File: config.mk
export PLATFORM = sky130hd
export DESIGN_NAME = dpcr_top
export DESIGN_NICKNAME = d
export VERILOG_FILES = /design/src/inc/dpcr_pkg.sv /design/src/dpcr_port_drv.sv /design/src/dpcr_top.sv
export VERILOG_INCLUDE_DIRS = /design/src /design/src/inc
export SDC_FILE = /design/constraint.sdc
export NUM_CORES = 1
export LEC_CHECK = 0
export BUFFER_PORTS_ARGS = -buffer_cell sky130_fd_sc_hd__buf_2
export CORE_MARGIN = 10
export CORE_UTILIZATION = 45
export CTS_CLUSTER_DIAMETER = 40
export DETAILED_ROUTE_END_ITERATION = 6
export PLACE_DENSITY = 0.85
export SYNTH_ARGS = -nofsm -noshare
export SYNTH_HDL_FRONTEND = slang
export SYNTH_SLANG_ARGS = --single-unit
export TNS_END_PERCENT = 5
File: constraint.sdc
create_clock -name core_clk_in -period 3.4 [get_ports core_clk_in]
set_clock_uncertainty 0.1 [all_clocks]
set_input_delay 0 -clock core_clk_in [delete_from_list [all_inputs] [get_ports core_clk_in]]
set_output_delay 0 -clock core_clk_in [all_outputs]
set_load 0.01 [all_outputs]
File: src/inc/dpcr_map.svh
// offsets, field positions and counts for pin configuration and routing
`ifndef DPCR_MAP_SVH
`define DPCR_MAP_SVH

`define DPCR_TB_FREQ_HZ   20000000
`define DPCR_CORE_FREQ_HZ 50000000
`define DPCR_NUM_PORTS    4
`define DPCR_PORT_W       8
`define DPCR_DATA_W       32
`define DPCR_NUM_GROUPS   2
`define DPCR_NUM_LINES    7
`define DPCR_CLK_LINE     7
`define DPCR_CTL_PER_GRP  4
`define DPCR_NCTL         8
`define DPCR_CTL_REQ      0
`define DPCR_CTL_ACK      1
`define DPCR_CTL_STOP     2
`define DPCR_CTL_PCLK     3
`define DPCR_GP_ACK       0
`define DPCR_GP_PCLK      1

`endif

File: src/inc/dpcr_pkg.sv
// types shared by the pin configuration and routing block
package dpcr_pkg;

  typedef enum logic [1:0] {
    PM_INPUT = 2'h0,
    PM_STD   = 2'h1,
    PM_WOR   = 2'h2
  } dpcr_pin_mode_e;

  typedef enum logic [1:0] {
    GM_UNSTROBED = 2'h0,
    GM_PATGEN    = 2'h1,
    GM_HANDSHAKE = 2'h2
  } dpcr_grp_mode_e;

  // pin values offered by a group's sequencer
  typedef struct packed {
    logic req;
    logic req_oe;
    logic ack;
    logic pclk;
    logic pclk_oe;
  } dpcr_grp_drv_s;

  // sampled control inputs of a group
  typedef struct packed {
    logic req;
    logic group_start_trigger;
    logic group_stop_trigger;
    logic pclk;
  } dpcr_grp_sense_s;

endpackage : dpcr_pkg

File: src/dpcr_port_drv.sv
// driver and sampler for one eight-bit data port
`timescale 1ns/1ps
`default_nettype none
`include "dpcr_map.svh"

module dpcr_port_drv
  import dpcr_pkg::*;
#(
  parameter int W = `DPCR_PORT_W
) (
  input  wire logic            core_clk_in,
  input  wire logic            arst_n_in,
  input  wire logic            ce_in,
  input  wire logic            drv_rst_in,
  input  wire logic [W-1:0][1:0] mode_in,
  input  wire logic            strobed_in,
  input  wire logic            stb_out_in,
  input  wire logic [W-1:0]    uns_data_in,
  input  wire logic [W-1:0]    stb_data_in,
  input  wire logic [W-1:0]    pin_in,
  output logic      [W-1:0]    pin_out,
  output logic      [W-1:0]    pin_oe_out,
  output logic      [W-1:0]    level_out
);

  logic [W-1:0] out_next;
  logic [W-1:0] oe_next;

  always_comb begin
    out_next = '0;
    oe_next  = '0;
    if (strobed_in) begin
      // whole port, standard drivers only
      oe_next  = {W{stb_out_in}};
      out_next = stb_data_in;
    end else begin
      for (int i = 0; i < W; i++) begin
        case (dpcr_pin_mode_e'(mode_in[i]))
          PM_STD: begin
            oe_next[i]  = 1'b1;
            out_next[i] = uns_data_in[i];
          end
          PM_WOR: begin
            oe_next[i]  = ~uns_data_in[i];
            out_next[i] = 1'b0;
          end
          default: begin
            oe_next[i]  = 1'b0;
            out_next[i] = 1'b0;
          end
        endcase
      end
    end
    if (drv_rst_in) begin
      oe_next  = '0;
      out_next = '0;
    end
  end

  always_ff @(posedge core_clk_in or negedge arst_n_in) begin
    if (!arst_n_in) begin
      pin_out    <= '0;
      pin_oe_out <= '0;
      level_out  <= '0;
    end else if (ce_in) begin
      pin_out    <= out_next;
      pin_oe_out <= oe_next;
      // true pin level, so a wired-OR line pulled low elsewhere shows
      level_out  <= pin_in;
    end
  end

endmodule : dpcr_port_drv
`default_nettype wire

File: src/dpcr_top.sv
// timebase select, trigger line routing and data pin configuration
`timescale 1ns/1ps
`default_nettype none
`include "dpcr_map.svh"

////////////////////////////////////////////////////////////////////////////
// Overview of operation
// - one 20 MHz timebase feeds handshake logic and pattern intervals
// - software picks internal timebase or the one on the bus clock line
// - with internal timebase, optionally drive it onto the bus clock line
// - after reset use internal timebase and leave bus clock line undriven
// - backplane variant uses trigger line 7 as the bus clock line
// - any control signal may drive or receive any of seven trigger lines
// - trigger lines 0 to 6 map straight to backplane lines 0 to 6
// - four eight-bit data ports numbered 0 to 3
// - unstrobed pins each set as input, standard or wired-OR output
// - standard output drives both levels regardless of pull bias
// - wired-OR output drives low for zero and floats for one
// - actual level of a wired-OR pin can be read back
// - strobed direction is set per whole port only
// - a port joins strobed transfers only once assigned to a group
// - strobed outputs always use standard drivers, never wired-OR
// - two independent handshaking groups with their own control pins
// - pattern mode uses request, start, stop; handshake request, ack, clock
// - all data and control drivers float at power-up and driver reset
// - idle group: request, stop are inputs; ack, clock are outputs
// - grouped ports: first port is low byte, fourth port high byte
module dpcr_top
  import dpcr_pkg::*;
(
  input  wire logic                          core_clk_in,
  input  wire logic                          arst_n_in,
  input  wire logic                          ce_in,
  input  wire logic                          drv_rst_in,
  input  wire logic                          tb_import_in,
  input  wire logic                          tb_export_in,
  input  wire logic                          int_tb_in,
  output logic                               tb_out,
  output logic                               tb_imported_out,
  input  wire logic [`DPCR_CLK_LINE:0]       bus_in,
  output logic      [`DPCR_CLK_LINE:0]       bus_out,
  output logic      [`DPCR_CLK_LINE:0]       bus_oe_out,
  input  wire logic [`DPCR_NUM_LINES-1:0]    line_drv_en_in,
  input  wire logic [`DPCR_NUM_LINES-1:0][2:0] line_src_in,
  input  wire logic [`DPCR_NCTL-1:0]         ctl_rx_en_in,
  input  wire logic [`DPCR_NCTL-1:0][2:0]    ctl_rx_sel_in,
  input  wire logic [`DPCR_NCTL-1:0]         ctl_pin_in,
  output logic      [`DPCR_NCTL-1:0]         ctl_pin_out,
  output logic      [`DPCR_NCTL-1:0]         ctl_oe_out,
  input  wire dpcr_grp_mode_e                grp_mode_in [2],
  input  wire logic [1:0]                    grp_dir_out_in,
  input  wire dpcr_grp_drv_s                 grp_drv_in [2],
  input  wire logic [1:0][1:0]               gp_out_in,
  output dpcr_grp_sense_s                    grp_sense_out [2],
  input  wire logic [`DPCR_DATA_W-1:0][1:0]  pin_mode_in,
  input  wire logic [3:0]                    port_assign_in,
  input  wire logic [3:0]                    port_grp_in,
  input  wire logic [`DPCR_DATA_W-1:0]       uns_data_in,
  input  wire logic [1:0][`DPCR_DATA_W-1:0]  grp_wdata_in,
  output logic      [1:0][`DPCR_DATA_W-1:0]  grp_rdata_out,
  output logic      [`DPCR_DATA_W-1:0]       pin_level_out,
  input  wire logic [7:0]                    port_zero_lines_in,
  output logic      [7:0]                    port_zero_lines_out,
  output logic      [7:0]                    port_zero_lines_oe_out,
  input  wire logic [7:0]                    port_one_lines_in,
  output logic      [7:0]                    port_one_lines_out,
  output logic      [7:0]                    port_one_lines_oe_out,
  input  wire logic [7:0]                    port_two_lines_in,
  output logic      [7:0]                    port_two_lines_out,
  output logic      [7:0]                    port_two_lines_oe_out,
  input  wire logic [7:0]                    port_three_lines_in,
  output logic      [7:0]                    port_three_lines_out,
  output logic      [7:0]                    port_three_lines_oe_out
);

  localparam int CLKL = `DPCR_CLK_LINE;
  localparam int NLN  = `DPCR_NUM_LINES;
  localparam int CPG  = `DPCR_CTL_PER_GRP;

  // byte lane of port p inside its group word: count lower ports
  // sharing the group, so the lowest-numbered port lands in the low byte
  function automatic logic [1:0] slot_of(input int        p,
                                         input logic [3:0] asg,
                                         input logic [3:0] grp);
    logic [1:0] n;
    n = 2'h0;
    for (int q = 0; q < `DPCR_NUM_PORTS; q++) begin
      if (q < p && asg[q] && grp[q] == grp[p]) begin
        n = n + 2'h1;
      end
    end
    return n;
  endfunction : slot_of

  ////////////////////////////////////////////////////////////////////////////
  // data ports

  logic [3:0][7:0] pin_in_w;
  logic [3:0][7:0] pin_out_w;
  logic [3:0][7:0] pin_oe_w;
  logic [3:0][7:0] pin_lvl_w;
  logic [3:0][1:0] slot_w;

  // port numbers 0 to 3 in order
  assign pin_in_w = {port_three_lines_in, port_two_lines_in,
                     port_one_lines_in, port_zero_lines_in};

  for (genvar p = 0; p < `DPCR_NUM_PORTS; p++) begin : g_port
    logic g_w;
    logic stb_w;
    assign g_w    = port_grp_in[p];
    assign slot_w[p] = slot_of(p, port_assign_in, port_grp_in);
    // assigned but idle group leaves the port an input
    assign stb_w  = grp_dir_out_in[g_w] &&
                    (grp_mode_in[g_w] != GM_UNSTROBED);
    dpcr_port_drv #(.W(`DPCR_PORT_W)) u_drv (
      .core_clk_in (core_clk_in),
      .arst_n_in   (arst_n_in),
      .ce_in       (ce_in),
      .drv_rst_in  (drv_rst_in),
      .mode_in     (pin_mode_in[p*8 +: 8]),
      .strobed_in  (port_assign_in[p]),
      .stb_out_in  (stb_w),
      .uns_data_in (uns_data_in[p*8 +: 8]),
      .stb_data_in (grp_wdata_in[g_w][slot_w[p]*8 +: 8]),
      .pin_in      (pin_in_w[p]),
      .pin_out     (pin_out_w[p]),
      .pin_oe_out  (pin_oe_w[p]),
      .level_out   (pin_lvl_w[p])
    );
  end

  assign port_zero_lines_out      = pin_out_w[0];
  assign port_zero_lines_oe_out   = pin_oe_w[0];
  assign port_one_lines_out       = pin_out_w[1];
  assign port_one_lines_oe_out    = pin_oe_w[1];
  assign port_two_lines_out       = pin_out_w[2];
  assign port_two_lines_oe_out    = pin_oe_w[2];
  assign port_three_lines_out     = pin_out_w[3];
  assign port_three_lines_oe_out  = pin_oe_w[3];
  assign pin_level_out            = pin_lvl_w;

  ////////////////////////////////////////////////////////////////////////////
  // control pins, trigger lines and timebase

  logic [1:0][`DPCR_DATA_W-1:0] rdata_next;
  logic [`DPCR_NCTL-1:0]        ctl_out_next;
  logic [`DPCR_NCTL-1:0]        ctl_oe_next;
  logic [`DPCR_NCTL-1:0]        rx_w;
  logic [CLKL:0]                bus_out_next;
  logic [CLKL:0]                bus_oe_next;
  dpcr_grp_sense_s              sense_next [2];
  logic                         tb_src_w;

  // line 7 carries the timebase; a select of 7 means no routing
  always_comb begin
    for (int j = 0; j < `DPCR_NCTL; j++) begin
      if (ctl_rx_en_in[j] && int'(ctl_rx_sel_in[j]) < NLN) begin
        rx_w[j] = bus_in[ctl_rx_sel_in[j]];
      end else begin
        rx_w[j] = ctl_pin_in[j];
      end
    end
  end

  always_comb begin
    ctl_out_next = '0;
    ctl_oe_next  = '0;
    rdata_next   = '0;
    for (int g = 0; g < `DPCR_NUM_GROUPS; g++) begin
      case (grp_mode_in[g])
        GM_UNSTROBED: begin
          // spare outputs on ack and clock pins
          ctl_oe_next[g*CPG+`DPCR_CTL_ACK]  = 1'b1;
          ctl_out_next[g*CPG+`DPCR_CTL_ACK] = gp_out_in[g][`DPCR_GP_ACK];
          ctl_oe_next[g*CPG+`DPCR_CTL_PCLK] = 1'b1;
          ctl_out_next[g*CPG+`DPCR_CTL_PCLK] =
            gp_out_in[g][`DPCR_GP_PCLK];
        end
        GM_PATGEN: begin
          // request may go either way; start and stop are inputs
          ctl_oe_next[g*CPG+`DPCR_CTL_REQ] = grp_drv_in[g].req_oe;
          ctl_out_next[g*CPG+`DPCR_CTL_REQ] = grp_drv_in[g].req;
        end
        GM_HANDSHAKE: begin
          ctl_oe_next[g*CPG+`DPCR_CTL_ACK]   = 1'b1;
          ctl_out_next[g*CPG+`DPCR_CTL_ACK]  = grp_drv_in[g].ack;
          ctl_oe_next[g*CPG+`DPCR_CTL_PCLK]  = grp_drv_in[g].pclk_oe;
          ctl_out_next[g*CPG+`DPCR_CTL_PCLK] = grp_drv_in[g].pclk;
        end
        default: begin
          ctl_oe_next[g*CPG+`DPCR_CTL_ACK] = 1'b0;
        end
      endcase
      sense_next[g].req                 = rx_w[g*CPG+`DPCR_CTL_REQ];
      sense_next[g].group_start_trigger = rx_w[g*CPG+`DPCR_CTL_ACK];
      sense_next[g].group_stop_trigger  = rx_w[g*CPG+`DPCR_CTL_STOP];
      sense_next[g].pclk                = rx_w[g*CPG+`DPCR_CTL_PCLK];
    end
    // group word assembly from the sampled port levels
    for (int p = 0; p < `DPCR_NUM_PORTS; p++) begin
      if (port_assign_in[p]) begin
        rdata_next[port_grp_in[p]][slot_w[p]*8 +: 8] =
          pin_lvl_w[p];
      end
    end
    if (drv_rst_in) begin
      ctl_oe_next = '0;
    end
  end

  assign tb_src_w = tb_import_in ? bus_in[CLKL] : int_tb_in;

  always_comb begin
    bus_out_next = '0;
    bus_oe_next  = '0;
    // only output-direction signals reach a line
    for (int i = 0; i < NLN; i++) begin
      if (line_drv_en_in[i] && ctl_oe_next[line_src_in[i]]) begin
        bus_oe_next[i]  = 1'b1;
        bus_out_next[i] = ctl_out_next[line_src_in[i]];
      end
    end
    // export is refused while importing from the same line
    bus_oe_next[CLKL]  = tb_export_in && !tb_import_in;
    bus_out_next[CLKL] = int_tb_in;
    if (drv_rst_in) begin
      bus_oe_next = '0;
    end
  end

  // the timebase is sampled by the core clock, so downstream logic
  // sees its edges with up to one core period of jitter
  always_ff @(posedge core_clk_in or negedge arst_n_in) begin
    if (!arst_n_in) begin
      tb_out          <= 1'b0;
      tb_imported_out <= 1'b0;
      bus_out         <= '0;
      bus_oe_out      <= '0;
      ctl_pin_out     <= '0;
      ctl_oe_out      <= '0;
      grp_rdata_out   <= '0;
      grp_sense_out   <= '{default: '0};
    end else if (ce_in) begin
      tb_out          <= tb_src_w;
      tb_imported_out <= tb_import_in;
      bus_out         <= bus_out_next;
      bus_oe_out      <= bus_oe_next;
      ctl_pin_out     <= ctl_out_next;
      ctl_oe_out      <= ctl_oe_next;
      grp_rdata_out   <= rdata_next;
      grp_sense_out   <= sense_next;
    end
  end

  logic live_w;
  assign live_w = ce_in && !drv_rst_in;
endmodule : dpcr_top
`default_nettype wire

==> out/qor.csv <==
metric,value,unit
Inst Count DP,2199,
antenna violations before repair,10,
Placement Setup Slack,0.514,ns
clk root buf,clkbuf_16,
Starting Density,45.9,%
synth top area cells,"dfrtp_1 36%, mux4_2 9.2%, ha_1 6.8%",
min Tclk post-route,2.85,ns
# rows,63,
top-count cell post-synth,dfrtp_1,
Worst setup SP type,input pin,
Die Ht,195,um
"Cell Area, Synth",13700,um2
drt first-iter violations,1688,
number of global-route vias before repair,16542,
warnings from Yosys,0,
Post-synth top flop,dfrtp_1,
Die Wd,195,um
status,"complete, no violations",
clock slew at reported path FFs,0.08,ns
Reg area,4950,um2
multi-input logic area,7810,um2
worst r2r src,g_port[1].u_drv.level_out[7],
Antenna Violating Nets Remaining,0,
Fmax,351,MHz
Post-synth EDFFs,0,
gr usage total,32.1,%
Setup Crit Path Kind,input pin to flip-flop,
final hold violation count,0,
routability congestion estimate,0.986,
Max clock buf depth,2,
Final Power,6.96,mW
Hold Path Class,input pin to flip-flop,
share of cells above drive strength 1,32.5,%
Yosys top cell area share,36.2,%
post-CTS resize count,0,
power density cells,358,nW/um2
CP Data Arrival Time,3.14,ns
ys async rst share,100,%
# setup viols final,0,
clock buffer count from CTS,17,
slew margin rel.,20.3,%
die area,37800,um2
insertion delay to the later sink of the worst-skew pair,0.45,ns
Synth area leader,dfrtp_1,
Layout area overhead,42.0,%
final cycle utilization of the critical path,83.8,%
sequential share of the synthesized area,36.2,%
count of clock tree sinks,198,
Setup TNS Final,0,ns
post-route setup slack,0.552,ns
max cap viols,0,
final std cells w/o fill,2482,
"Slew Viols, Final",0,
CTS tree,built,
Synth Area per Inst,9.87,um2
Pleak,9.40,nW
crit-path most repeated cell,dlygate4sd3_1,
synthesized netlist cell count,1388,
synth cell count leaders,"198 x dfrtp_1, 122 x inv_1, 118 x nor2_1",
I/O pins,505,
routed vias,15594,
Overflow after GRT,0,
crit path cell chain,"dlygate4sd3_1, buf_2, nor2_1, a21oi_1, o221a_2, dlygate4sd3_1, o2bb2ai_1, dlygate4sd3_1",
RSZ-0062 raised after global routing,false,
largest net degree at the start of global routing,102,
CP max-delay cell,nor2_1,
first-pass GRT wire length,96.7,mm
distinct cell type count of the synthesized netlist,62,
Via density,6.28,
count of input and output buffers,500,
Initial DRT Pass Iterations,6,
final wirelength,63.6,mm
Filler cells,2236,
Layout Utilization,65.1,%
crit end category,flip-flop,
VDD IR max,0.338,mV
Residual DRC,0,
"slowest stage delay, CP",0.64,ns
Post-DP HPWL,43.9,mm
CORE AREA,29900,um2
Seq cells post-synth,198,
number of H-tree levels,4,
crit path max fanout,20,
WP data required,3.69,ns
Nets,2445,
Routed WL per cell,25.6,um
Worst-Margin Slew,1.19,ns
Critical path origin,grp_mode_in[2],
worst hold start,grp_wdata_in[52],
==> cell families after synthesis <==
kind of cell	count (synthesis)	share of synthesized area, %
AOI/OAI and AO/OA	389	21.3
xor gates and xnor gates	6	0.575
adders and majority gates	74	6.76
buffers and inverters	230	6.91
DFF	198	36.2
muxes	153	16.7
other	1	0.0274
and+or+nand+nor	337	11.6
==> flip-flops by register name, indices dropped and copies added, names as in the netlist <==
register and cells:
g_port.u_drv.pin_oe_out 32, g_port.u_drv.pin_out 32, bus_out 8, tb_imported_out 1, tb_out 1, grp_rdata_out 64
bus_oe_out 8, grp_sense_out 8, ctl_oe_out 6, ctl_pin_out 6, g_port.u_drv.level_out 32
==> power breakdown <==
group	switching [mW]	internal, mW	total [mW]
logic	1.13	0.985	2.11
registers	0.227	2.54	2.77
clock network	1.10	0.985	2.08
==> area by class of cell <==
| class | instances | share of cell area [%] |
|---|---|---|
| multi-input combinational | 963 | 40.2 |
| timing repair buffer | 763 | 26.3 |
| sequential | 198 | 25.5 |
| tap | 390 | 2.51 |
| inverter | 125 | 2.42 |
| clock buffer | 17 | 2.19 |
| clock inverter | 14 | 0.842 |
| antenna | 12 | 0.154 |
==> per-stage QoR <==
step | instance area (um2) | hold slack [ns]
floorplan | 13700 | -0.396
global placement | 16400 | -0.0402
detailed placement | 16400 | -0.0327
CTS | 19400 | 0.000200
global route | 19500 | 0.0369
finish | 19500 | 0.0128
==> final timing paths <==
check                                                end  slack, ns  depth (start not counted)
min                           g_port[3].u_drv.pin_out[4]       0.01                          4
min reg2reg                g_port[2].u_drv.pin_oe_out[1]       0.38                          1
max                                           bus_out[6]       0.55                          8
max in group asynchronous     g_port[0].u_drv.pin_out[7]       2.17                          3
max reg2reg                            grp_rdata_out[39]       1.91                          3
min in group asynchronous   g_port[3].u_drv.level_out[1]       0.05                          2
==> layer usage <==
layer  global-route usage [%]  up-vias  share of wire (%)  wire length (um)
met5                        0        -              0.072                46
met4                     19.3        4                6.0              3830
met3                     9.74      290                 11              7140
met2                     53.0     1276                 48             30600
met1                     35.8     7494                 35             22000
li1                         -     6530                  -                 -
==> cell usage in the layout (no fill, tap or decap), types with 23 or more instances in the layout <==
cell type / netlist / final
nor2_1: 118 / 118
buf_2: 16 / 498
dfrtp_1: 198 / 198
mux4_2: 56 / 56
dlygate4sd3_1: 0 / 240
nor3_1: 30 / 30
a221o_1: 40 / 40
nand2_1: 84 / 84
o2bb2ai_1: 58 / 58
nand3_1: 23 / 23
a31oi_1: 32 / 32
a22oi_1: 32 / 32
mux2i_1: 51 / 51
ha_1: 74 / 74
mux2_2: 46 / 46
a21oi_1: 86 / 86
inv_1: 122 / 122
==> critical path: cells and delay by family <==
family                 cells  cell delay, ns
and+or+nand+nor            1            0.64
buffers and inverters      4            1.92
AOI/OAI and AO/OA          3            0.58
==> what timing repair did <==
action / 4_1_cts / 5_1_grt
setup endpoints to repair: 0 / 0
buffers inserted: 0 / 0
hold buffers: 240 / 0
hold endpoints to repair: 199 / 0
(Power assumes the default switching activity.)
